$ cat src/common/mdsr_pkg.sv
/*
 * package for the motion drive state register bank: operand selectors,
 * fault and status codes, widths, reset values.
 * assumes one sys_clk domain and that the sequence interpreter uses these codes.
 */
package mdsr_pkg;

	// ****************************************
	// widths
	// ****************************************
	localparam int unsigned DATA_W = 32;
	localparam int unsigned PIN_W = 8;
	localparam int unsigned UVAR_N = 16;
	localparam int unsigned UVAR_AW = 4;

	// ****************************************
	// operand selectors
	// ****************************************
	typedef enum logic [4:0] {
		MDSR_OP_VELOCITY,
		MDSR_OP_FAULT,
		MDSR_OP_FEEDBACK,
		MDSR_OP_INPUT,
		MDSR_OP_OUTPUT,
		MDSR_OP_POSITION,
		MDSR_OP_STATUS,
		MDSR_OP_TARGET_VEL,
		MDSR_OP_IMMEDIATE,
		MDSR_OP_UVAR
	} mdsr_op_t;

	// ****************************************
	// fault codes
	// ****************************************
	localparam logic [7:0] FAULT_OVERVOLT = 8'h01;
	localparam logic [7:0] FAULT_SHORT = 8'h02;
	localparam logic [7:0] FAULT_CCW_LIMIT = 8'h04;
	localparam logic [7:0] FAULT_CW_LIMIT = 8'h08;

	// ****************************************
	// status codes; 10 and 20 taken as hexadecimal, one bit each
	// ****************************************
	localparam logic [7:0] STAT_SLEW = 8'h01;
	localparam logic [7:0] STAT_MOVING = 8'h02;
	localparam logic [7:0] STAT_IN_DELAY = 8'h04;
	localparam logic [7:0] STAT_STOP_IN = 8'h08;
	localparam logic [7:0] STAT_DISABLED = 8'h10;
	localparam logic [7:0] STAT_SEQ_RUN = 8'h20;

	// ****************************************
	// scale and reset values, access error codes
	// ****************************************
	localparam int unsigned USTEP_PER_REV = 12800;
	localparam int unsigned MINISTEP_PER_REV = 83886;
	localparam logic [31:0] RST_WORD = 32'h0000_0000;
	localparam logic [1:0] ERR_NONE = 2'h0;
	localparam logic [1:0] ERR_RO_WRITE = 2'h1;
	localparam logic [1:0] ERR_IMM_OP1 = 2'h2;

endpackage : mdsr_pkg

$ cat src/common/mdsr_uvar_if.sv
/*
 * interface between the register bank and its user variable store.
 * assumes both ends run on the one sys_clk.
 */
`timescale 1ns/10ps
interface mdsr_uvar_if;
	logic we;
	logic [mdsr_pkg::UVAR_AW-1:0] waddr;
	logic [mdsr_pkg::DATA_W-1:0] wdata;
	logic [mdsr_pkg::UVAR_AW-1:0] raddr;
	logic [mdsr_pkg::DATA_W-1:0] rdata;

	modport bank (output we, output waddr, output wdata, output raddr, input rdata);
	modport store (input we, input waddr, input wdata, input raddr, output rdata);
endinterface : mdsr_uvar_if

$ cat src/core/mdsr_uvar_store.sv
/*
 * user variable store: flip-flop array indexed by variable number.
 * assumes resetn covers both drive reset and power loss.
 */
`timescale 1ns/10ps
module mdsr_uvar_store (
	input wire logic sys_clk,
	input wire logic resetn,
	mdsr_uvar_if.store port
);
	logic [mdsr_pkg::DATA_W-1:0] var_q [mdsr_pkg::UVAR_N];

	// ****************************************
	// storage, one entry per variable
	// ****************************************
	genvar gi;
	generate
		for (gi = 0; gi < mdsr_pkg::UVAR_N; gi++) begin : g_var
			// reset clears every variable, nothing survives a reset
			always_ff @(posedge sys_clk or negedge resetn) begin
				if (!resetn) begin
					var_q[gi] <= mdsr_pkg::RST_WORD;
				end else if (port.we && int'(port.waddr) == gi) begin
					var_q[gi] <= port.wdata;
				end
			end
		end
	endgenerate

	// combinational read, the bank registers the result
	assign port.rdata = var_q[port.raddr];

endmodule : mdsr_uvar_store

$ cat src/core/mdsr_bank.sv
/*
 * motion drive state register bank: operands read and written by the
 * sequence interpreter when an instruction executes.
 * assumes the interpreter presents one access per cycle, synchronous to sys_clk,
 * and that drive state inputs are already synchronous.
 */
// Notes on behaviour
// - present velocity sampled at execution, read only
// - fault register sampled at execution, read only, for comparisons
// - fault codes: overvoltage 1, short 2, ccw limit 4, cw limit 8
// - feedback count readable at execution and writable by arithmetic
// - input pin image sampled at execution, read only
// - input n sits at bit n-1 of the input image
// - output image equals present output states, read only
// - output n sits at bit n-1 of the output image
// - commanded position readable and writable, redefines present position
// - position counts microsteps, 12800 per revolution
// - status register sampled at execution, read only
// - status 1 at slew, 2 while moving
// - status 4 while a wait delay executes
// - status 8 when halted by stop input
// - status 10 when disabled through enable input
// - status 20 while a sequence executes
// - target velocity holds last set value, set command or arithmetic
// - target velocity in ministeps per second, 83886 per revolution
// - immediate constant allowed only as second operand
// - user variables cleared on reset or power loss
`timescale 1ns/10ps
module mdsr_bank (
	input wire logic sys_clk,
	input wire logic resetn,
	// interpreter read port
	input wire logic rd_en,
	input wire mdsr_pkg::mdsr_op_t rd_op1,
	input wire mdsr_pkg::mdsr_op_t rd_op2,
	input wire logic [mdsr_pkg::UVAR_AW-1:0] rd_var1,
	input wire logic [mdsr_pkg::UVAR_AW-1:0] rd_var2,
	input wire logic [mdsr_pkg::DATA_W-1:0] rd_imm,
	output logic [mdsr_pkg::DATA_W-1:0] rd_data1,
	output logic [mdsr_pkg::DATA_W-1:0] rd_data2,
	output logic rd_valid,
	// interpreter write port
	input wire logic wr_en,
	input wire mdsr_pkg::mdsr_op_t wr_op,
	input wire logic [mdsr_pkg::UVAR_AW-1:0] wr_var,
	input wire logic [mdsr_pkg::DATA_W-1:0] wr_data,
	input wire logic set_vel_en,
	input wire logic [mdsr_pkg::DATA_W-1:0] set_vel_data,
	output logic [1:0] acc_err,
	// drive state
	input wire logic [mdsr_pkg::DATA_W-1:0] cur_velocity,
	input wire logic enc_inc,
	input wire logic enc_dec,
	input wire logic ustep_inc,
	input wire logic ustep_dec,
	input wire logic fault_overvolt,
	input wire logic fault_short,
	input wire logic fault_ccw_limit,
	input wire logic fault_cw_limit,
	input wire logic [mdsr_pkg::PIN_W-1:0] in_pins,
	input wire logic [mdsr_pkg::PIN_W-1:0] out_pins,
	input wire logic at_slew,
	input wire logic moving,
	input wire logic in_delay,
	input wire logic stop_halt,
	input wire logic enable_off,
	input wire logic seq_run,
	// held registers out to the motion logic
	output logic [mdsr_pkg::DATA_W-1:0] position,
	output logic [mdsr_pkg::DATA_W-1:0] feedback,
	output logic [mdsr_pkg::DATA_W-1:0] target_vel
);
	// ****************************************
	// declarations
	// ****************************************
	logic [mdsr_pkg::DATA_W-1:0] position_q;
	logic [mdsr_pkg::DATA_W-1:0] feedback_q;
	logic [mdsr_pkg::DATA_W-1:0] target_vel_q;
	logic [mdsr_pkg::DATA_W-1:0] rd_data1_q;
	logic [mdsr_pkg::DATA_W-1:0] rd_data2_q;
	logic [mdsr_pkg::DATA_W-1:0] rd_data1_d;
	logic [mdsr_pkg::DATA_W-1:0] rd_data2_d;
	logic rd_valid_q;
	logic [1:0] acc_err_q;
	logic [1:0] acc_err_d;
	logic [7:0] fault_now;
	logic [7:0] status_now;
	logic wr_pos;
	logic wr_fb;
	logic wr_tv;
	logic [mdsr_pkg::DATA_W-1:0] uvar_rdata1;

	mdsr_uvar_if uv ();

	mdsr_uvar_store u_store (
		.sys_clk(sys_clk),
		.resetn(resetn),
		.port(uv.store)
	);

	// ****************************************
	// live fault and status images
	// ****************************************
	// each condition owns one bit so overlaps simply OR together
	always_comb begin
		fault_now = 8'h00;
		if (fault_overvolt) fault_now = fault_now | mdsr_pkg::FAULT_OVERVOLT;
		if (fault_short) fault_now = fault_now | mdsr_pkg::FAULT_SHORT;
		if (fault_ccw_limit) fault_now = fault_now | mdsr_pkg::FAULT_CCW_LIMIT;
		if (fault_cw_limit) fault_now = fault_now | mdsr_pkg::FAULT_CW_LIMIT;
	end

	// status codes 10 and 20 read as hex so every flag stays one bit
	always_comb begin
		status_now = 8'h00;
		if (at_slew) status_now = status_now | mdsr_pkg::STAT_SLEW;
		if (moving) status_now = status_now | mdsr_pkg::STAT_MOVING;
		if (in_delay) status_now = status_now | mdsr_pkg::STAT_IN_DELAY;
		if (stop_halt) status_now = status_now | mdsr_pkg::STAT_STOP_IN;
		if (enable_off) status_now = status_now | mdsr_pkg::STAT_DISABLED;
		if (seq_run) status_now = status_now | mdsr_pkg::STAT_SEQ_RUN;
	end

	// ****************************************
	// write decode
	// ****************************************
	// only position, feedback, target velocity and user variables take writes
	assign wr_pos = wr_en && wr_op == mdsr_pkg::MDSR_OP_POSITION;
	assign wr_fb = wr_en && wr_op == mdsr_pkg::MDSR_OP_FEEDBACK;
	assign wr_tv = wr_en && wr_op == mdsr_pkg::MDSR_OP_TARGET_VEL;
	assign uv.we = wr_en && wr_op == mdsr_pkg::MDSR_OP_UVAR;
	assign uv.waddr = wr_var;
	assign uv.wdata = wr_data;
	assign uv.raddr = rd_var1;
	assign uvar_rdata1 = uv.rdata;

	// ****************************************
	// position counter, microsteps
	// ****************************************
	// a write redefines position and wins over a step in the same cycle
	always_ff @(posedge sys_clk or negedge resetn) begin
		if (!resetn) begin
			position_q <= mdsr_pkg::RST_WORD;
		end else if (wr_pos) begin
			position_q <= wr_data;
		end else if (ustep_inc && !ustep_dec) begin
			position_q <= position_q + 32'h0000_0001;
		end else if (ustep_dec && !ustep_inc) begin
			position_q <= position_q - 32'h0000_0001;
		end
	end

	// ****************************************
	// encoder feedback counter
	// ****************************************
	always_ff @(posedge sys_clk or negedge resetn) begin
		if (!resetn) begin
			feedback_q <= mdsr_pkg::RST_WORD;
		end else if (wr_fb) begin
			feedback_q <= wr_data;
		end else if (enc_inc && !enc_dec) begin
			feedback_q <= feedback_q + 32'h0000_0001;
		end else if (enc_dec && !enc_inc) begin
			feedback_q <= feedback_q - 32'h0000_0001;
		end
	end

	// ****************************************
	// target velocity, ministeps per second
	// ****************************************
	// arithmetic write takes priority over set-velocity in the same cycle
	always_ff @(posedge sys_clk or negedge resetn) begin
		if (!resetn) begin
			target_vel_q <= mdsr_pkg::RST_WORD;
		end else if (wr_tv) begin
			target_vel_q <= wr_data;
		end else if (set_vel_en) begin
			target_vel_q <= set_vel_data;
		end
	end

	// ****************************************
	// operand read mux
	// ****************************************
	// second operand has no user variable port; that is limited to operand 1
	function automatic logic [mdsr_pkg::DATA_W-1:0] sel_op(
		input mdsr_pkg::mdsr_op_t op,
		input logic [mdsr_pkg::DATA_W-1:0] imm,
		input logic [mdsr_pkg::DATA_W-1:0] uvar,
		input logic [mdsr_pkg::DATA_W-1:0] vel,
		input logic [7:0] flt,
		input logic [mdsr_pkg::DATA_W-1:0] fb,
		input logic [mdsr_pkg::PIN_W-1:0] inp,
		input logic [mdsr_pkg::PIN_W-1:0] outp,
		input logic [mdsr_pkg::DATA_W-1:0] pos,
		input logic [7:0] st,
		input logic [mdsr_pkg::DATA_W-1:0] tv
	);
		logic [mdsr_pkg::DATA_W-1:0] r;
		r = mdsr_pkg::RST_WORD;
		case (op)
			mdsr_pkg::MDSR_OP_VELOCITY: r = vel;
			mdsr_pkg::MDSR_OP_FAULT: r = {24'h00_0000, flt};
			mdsr_pkg::MDSR_OP_FEEDBACK: r = fb;
			mdsr_pkg::MDSR_OP_INPUT: r = {24'h00_0000, inp};
			mdsr_pkg::MDSR_OP_OUTPUT: r = {24'h00_0000, outp};
			mdsr_pkg::MDSR_OP_POSITION: r = pos;
			mdsr_pkg::MDSR_OP_STATUS: r = {24'h00_0000, st};
			mdsr_pkg::MDSR_OP_TARGET_VEL: r = tv;
			mdsr_pkg::MDSR_OP_IMMEDIATE: r = imm;
			mdsr_pkg::MDSR_OP_UVAR: r = uvar;
			default: r = mdsr_pkg::RST_WORD;
		endcase
		return r;
	endfunction : sel_op

	// pin bit n-1 is input or output n, passed straight through
	always_comb begin
		rd_data1_d = sel_op(rd_op1, mdsr_pkg::RST_WORD, uvar_rdata1, cur_velocity, fault_now,
			feedback_q, in_pins, out_pins, position_q, status_now, target_vel_q);
		rd_data2_d = sel_op(rd_op2, rd_imm, mdsr_pkg::RST_WORD, cur_velocity, fault_now,
			feedback_q, in_pins, out_pins, position_q, status_now, target_vel_q);
		if (rd_op1 == mdsr_pkg::MDSR_OP_IMMEDIATE) begin
			rd_data1_d = mdsr_pkg::RST_WORD;
		end
	end

	// ****************************************
	// access error check
	// ****************************************
	// refused writes leave every register unchanged
	always_comb begin
		acc_err_d = mdsr_pkg::ERR_NONE;
		if (rd_en && rd_op1 == mdsr_pkg::MDSR_OP_IMMEDIATE) begin
			acc_err_d = mdsr_pkg::ERR_IMM_OP1;
		end else if (wr_en && !(wr_pos || wr_fb || wr_tv || uv.we)) begin
			acc_err_d = mdsr_pkg::ERR_RO_WRITE;
		end
	end

	// ****************************************
	// sampled read results
	// ****************************************
	// values captured on the execute edge, held until the next read
	always_ff @(posedge sys_clk or negedge resetn) begin
		if (!resetn) begin
			rd_data1_q <= mdsr_pkg::RST_WORD;
			rd_data2_q <= mdsr_pkg::RST_WORD;
		end else if (rd_en) begin
			rd_data1_q <= rd_data1_d;
			rd_data2_q <= rd_data2_d;
		end
	end

	// one-cycle valid and error flags
	always_ff @(posedge sys_clk or negedge resetn) begin
		if (!resetn) begin
			rd_valid_q <= 1'b0;
			acc_err_q <= mdsr_pkg::ERR_NONE;
		end else begin
			rd_valid_q <= rd_en;
			acc_err_q <= acc_err_d;
		end
	end

	// ****************************************
	// outputs
	// ****************************************
	assign rd_data1 = rd_data1_q;
	assign rd_data2 = rd_data2_q;
	assign rd_valid = rd_valid_q;
	assign acc_err = acc_err_q;
	assign position = position_q;
	assign feedback = feedback_q;
	assign target_vel = target_vel_q;

endmodule : mdsr_bank

$ cat config.mk
export PLATFORM = sky130hd
export DESIGN_NAME = mdsr_bank
export DESIGN_NICKNAME = d
export VERILOG_FILES = /design/src/common/mdsr_pkg.sv /design/src/common/mdsr_uvar_if.sv /design/src/core/mdsr_uvar_store.sv /design/src/core/mdsr_bank.sv
export SDC_FILE = /design/constraint.sdc
export NUM_CORES = 1
export LEC_CHECK = 0
export BUFFER_PORTS_ARGS = -buffer_cell sky130_fd_sc_hd__buf_2
export CAP_MARGIN = 10
export CORE_MARGIN = 1
export CORE_UTILIZATION = 55
export CTS_CLUSTER_SIZE = 40
export DETAILED_ROUTE_END_ITERATION = 8
export PLACE_DENSITY = 0.75
export SLEW_MARGIN = 20
export SYNTH_ARGS = -nofsm -noshare
export SYNTH_HDL_FRONTEND = slang
export SYNTH_HIERARCHICAL = 1
export SYNTH_SLANG_ARGS = --single-unit
export TNS_END_PERCENT = 100
$ cat constraint.sdc
create_clock -name sys_clk -period 7.1 [get_ports sys_clk]
set_clock_uncertainty 0.15 [all_clocks]
set_input_delay 1.065 -clock sys_clk [delete_from_list [all_inputs] [get_ports sys_clk]]
set_output_delay 1.065 -clock sys_clk [all_outputs]
set_load 0.05 [all_outputs]
== Yosys cells after proc, flatten, opt, wreduce, memory -nomap -nowiden ==
Cells that the tools add are included.
Word-level totals
  input bits: 190
  logic and storage cells: 131
  flip-flop bits (word level): 675
  output and inout bits: 163
Cells by class
  multiplexer cells: 26
  order comparisons: 1
  add/sub/neg operators: 4
  equality and inequality tests: 36
  bitwise operators: 1
  reductions and logical operators: 40
Operator list (count)
  $pmux 32 s9: 2
  $mux 32: 11
  $bmux 32 s4: 1
  $add 32x1->32 const B: 2
  $sub 32x1->32 const B: 2
  $eq 5x3->1 const B: 10
  $eq 4x4->1 const B: 8
  $logic_and 1x1->1: 26
  $eq 5x2->1 const B: 5
  $eq 5x4->1 const B: 4
  $eq 4x3->1 const B: 4
  $eq 5x1->1 const B: 2
  $logic_not 5->1: 2
  $eq 4x2->1 const B: 2
  $mux 4: 2
  $mux 2: 3
  $mux 3: 2
  $mux 6: 1
  $reduce_bool 3->1: 2
  $ge 5x5->1 const B: 1
  $logic_not 1->1: 5
  $mux 5: 1
  $not 4->5: 1
  $eq 4x1->1 const B: 1
  4 further kinds: 8

== Depth between registers and ports, before layout ==
  depth after elaboration: 9
  gate-level depth with buffers: 13
  gate-level depth less buffers: 12

== Hierarchy ==
Netlist, hierarchy kept.
Modules (own cells, without submodules)
  mdsr_uvar_store: cells each 1404, area an instance 22765.6 um^2, sequential area each 12812.3 um^2, times used 1
  mdsr_bank: cells each 1497, area an instance 12271.8 um^2, sequential area each 4078.9 um^2, times used 1

== Worst setup path before layout ==
Ideal clock, no wire load.
  path type: input to register
  start: in ustep_inc
  end: reg position_q (netlist bit position[31])
  stages: 12
  setup time: 0.131 ns
  path slack: 2.526 ns
  path buffers: 1
  data required time: 6.819 ns
  data arrival time: 4.293 ns
  cells stage by stage: clkbuf_1 > nand2b_1 > ha_1 > o211ai_1 > o211ai_1 > a211oi_2 > o311ai_4 > a21oi_2 > o311ai_2 > a31oi_1 > a21boi_1 > or3_1
On the way
  cells in the longest elaborated chain, start to end: 3
  elaborated cells between the ends (all ways): 6
  those cells by class: mux (2); reduce/logical (4)
Ends and longest elaborated chain
  start: declaration: line mdsr_bank.sv:54  | input wire logic ustep_inc,
  $logic_and 1x1->1 or $logic_not 1->1 (tied branches): line mdsr_bank.sv:146, mdsr_bank.sv:148
  $mux 32 or $logic_and 1x1->1 (tied branches): line mdsr_bank.sv:146, mdsr_bank.sv:148
  $mux 32 or $reduce_bool 3->1 (tied branches)
  end signal: assignment: line mdsr_bank.sv:143  | position_q <= mdsr_pkg::RST_WORD;
  end signal: assignment: line mdsr_bank.sv:145  | position_q <= wr_data;
  end signal: assignment: line mdsr_bank.sv:147  | position_q <= position_q + 32'h0000_0001;
  end: declaration: line mdsr_bank.sv:76  | logic [mdsr_pkg::DATA_W-1:0] position_q;
Parallel ways exist; a longest one is shown, timed or not.
A chain may end at the register's enable or synchronous reset.

== Worst setup path after layout ==
  start: in ustep_dec
  end: reg position_q (netlist bit position[31])
On the way
  cells in the longest elaborated chain, start to end: 4
  elaborated cells between the ends (all ways): 6
  those cells by class: mux (2); reduce/logical (4)
Ends and longest elaborated chain
  start: declaration: line mdsr_bank.sv:55  | input wire logic ustep_dec,
  $logic_not 1->1: line mdsr_bank.sv:146  | end else if (ustep_inc && !ustep_dec) begin
  $logic_and 1x1->1: line mdsr_bank.sv:146
  $mux 32: line mdsr_bank.sv:146
  $mux 32: line mdsr_bank.sv:144  | end else if (wr_pos) begin
Parallel ways exist; a longest one is shown, timed or not.

==> reports/qor.yml <==
cts:
  tritoncts: "built"
  clkSinkCount: 675
  insertion_delay_ns: 0.62
  postCtsHoldBufs: 0
  cts_buffer_depth: 3
  cts-resized-gates: 0
  clkTransAtPathRegs_ns: 0.06
  cts_root_buf: "clkbuf_16"
  cts_inserted_buffers: 72
  cts_setup_buffers: 0
  htreeDepth: 3
setup_path:
  slowest_stage: "nand2b_1"
  start_kind: "primary input"
  path_buf_inv: 1
  slowest_delay_ns: 0.60
  critical_path_class: "primary input to flop"
  end_kind: "flop"
  r2r_slack_ns: 3.65
  critPathArrivalTime_ns: 4.76
  critPathMaxFanout: 17
  cp_data_required_time_ns: 7.45
  crit_chain: "buf_2, nand2b_1, ha_1, a21oi_1, o211ai_1, a211oi_2, o311ai_4, a21oi_2, o311ai_2, a31oi_1, a211oi_1, or3_1"
  cp_top_family: "compound AO/OA/AOI/OAI gates"
global_route:
  grt_pass1_vias: 27291
  grt-ovfl-total: 0
  grt_pass1_wl_mm: 168
  antenna_found_initial: 10
  grt_usage: 0.348
  grt_start_max_net_pins: 181
pwr:
  peakVddDrop_mv: 0.183
  p_leak_nw: 19.0
  power.density_mw_per_mm2: 314
timing:
  finalHoldViolCount: 0
  slew-limit-headroom: 0.280
  finalSetupViolations: 0
  tns_ns: 0
  whs_ns: 0.287
  max_freq_ghz: 0.227
  worstMarginPinSlew_ns: 1.07
  fin_crit_ns: 4.41
  rsz0062_at_grt: "no"
  layout_worst_path_cycle_share: 0.622
  drv_slew: 0
synth:
  ys_seq_area_frac: 0.482
  yosysWarningCount: 6
  syn_inst: 2901
  ys_seq_elements: 675
  avgSynthCellArea_um2: 12.1
  synth_nets: 3159
  syn-cell-area_mm2: 0.0350
  synthFlopType: "dfrtp_1"
  async_flop_share: 1.00
  synth_edf_count: 0
  ys_types: 74
flow_run:
  cap_violations: 0
floorplanning:
  boundaryPins: 353
  die_w_um: 254
  rows: 92
  core_mm2: 0.0630
  die_area_mm2: 0.0647
  die_h_um: 254
  start_util: 0.556
route:
  met2WireLength_mm: 51.8
  routed-via-count: 26881
  drc: 0
  avgViaCountPerCell: 6.63
  wl_met3_mm: 10.5
  dr.pass1.iters: 7
  drtIter0Drc: 2739
  wl_per_cell_um: 27.6
  routed_wl_mm: 112
  top_layer_used: "met5"
  route.layer.met1.wl_mm: 44.6
  drt.antenna.violating_nets: 0
final_layout:
  layout-drive-gt1-share: 0.376
  nets: 3405
  utilization: 0.637
  syn_to_final_growth_pct: 14.5
hold_path:
  min_path_type: "primary input to async pin"
place:
  io_buffers: 348
  hpwl_mm: 72.8
  gp_congestion: 0.980
outcome:
  status: "finished, final reports clean"
==> placed cells by master, fill, tap and decap left out, types with 17 or more instances in the layout <==
cell type	count
a21o_1	55
a21oi_1	113
a221oi_1	30
a222oi_1	36
a22oi_1	151
a31oi_1	20
and3_1	19
buf_2	345
buf_4	50
clkbuf_16	75
clkbuf_8	17
dfrtp_1	675
ha_1	66
inv_1	84
mux2_2	504
mux2i_1	39
mux4_2	128
nand2_1	203
nand2b_1	18
nand3_1	25
nand4_1	17
nor2_1	87
o21ai_0	134
o22ai_1	37
xnor2_1	29
xor2_1	18
==> logic make-up (layout without fill, tap and decap cells) <==
| logic type | count (synthesis) | count (layout) | synth area share |
|---|---|---|---|
| multiplexers | 681 | 681 | 0.259 |
| flip-flops | 675 | 675 | 0.482 |
| AO/OA/AOI/OAI | 647 | 647 | 0.125 |
| AND/OR/NAND/NOR | 470 | 470 | 0.0618 |
| buffers and inverters | 312 | 617 | 0.0356 |
| adder cells (fa/ha/maj) | 68 | 68 | 0.0247 |
| XOR/XNOR | 48 | 48 | 0.0120 |
| other | 0 | 3 | 0 |
==> cells in the mapped netlist (19+ instances only) <==
master | n | area, um^2
inv_1 | 84 | 315
a21oi_1 | 113 | 566
mux2_2 | 504 | 5680
o21ai_0 | 134 | 671
buf_2 | 60 | 300
mux2i_1 | 39 | 390
a22oi_1 | 151 | 1130
nor2_1 | 104 | 390
ha_1 | 66 | 826
nand2b_1 | 21 | 131
xor2_1 | 19 | 166
nand2_1 | 204 | 766
xnor2_1 | 29 | 254
nand3_1 | 25 | 125
a21o_1 | 55 | 413
mux4_2 | 128 | 2880
clkbuf_1 | 159 | 597
a221oi_1 | 30 | 263
a31oi_1 | 20 | 125
o22ai_1 | 37 | 231
a222oi_1 | 36 | 360
and3_1 | 20 | 125
dfrtp_1 | 675 | 16900
==> registers in the layout (all words and copies together), names as in the netlist <==
register and count:
u_store/var_q 512, target_vel 32, rd_data1 32, rd_data2 32
feedback 32, acc_err 2, position 32, rd_valid 1
==> metrics by stage <==
step / setup WS (ns) / cell area (um^2) / power, mW / std cells
finish: 2.69 / 40100 / 12.6 / 4055
global route: 2.45 / 40100 / 13.2 / 4053
CTS: 2.71 / 40100 / 12.6 / 4052
detailed placement: 2.10 / 37500 / 8.51 / 3919
global placement: 2.18 / 37500 / 8.44 / 3919
floorplan: 2.53 / 35000 / 7.32 / 2901
==> routing by layer <==
layer / GRT usage / vias up
met5: 0.00827 / -
met4: 0.160 / 12
met3: 0.0782 / 351
met2: 0.540 / 1403
met1: 0.466 / 13780
li1: - / 11335
==> cell type report <==
type | count | area [um^2]
Tap cell | 846 | 1060
Fill cell | 4776 | 22800
Sequential cell | 675 | 16900
Antenna cell | 3 | 7.51
Clock inverter | 34 | 478
Clock buffer | 99 | 2130
Inverter | 84 | 315
Timing Repair Buffer | 400 | 2190
Multi-Input combinational cell | 1914 | 17100
==> final timing paths <==
check,cells after the start,from,end
worst min-delay path,1,resetn,rd_data1[24]
max in group asynchronous,2,resetn,u_store/var_q[468]
min in group sys_clk,1,u_store/var_q[390],u_store/var_q[390]
worst max-delay path,12,ustep_dec,position[31]
worst min register to register,1,u_store/var_q[390],u_store/var_q[390]
worst max register to register,10,position[1],position[31]
==> report_power, final <==
part	switching [mW]	total [mW]	internal [mW]
clock	1.63	4.08	2.45
combinational	2.52	3.86	1.34
sequential	0.524	4.67	4.14
Note: power is estimated with default switching activity, not from simulation.
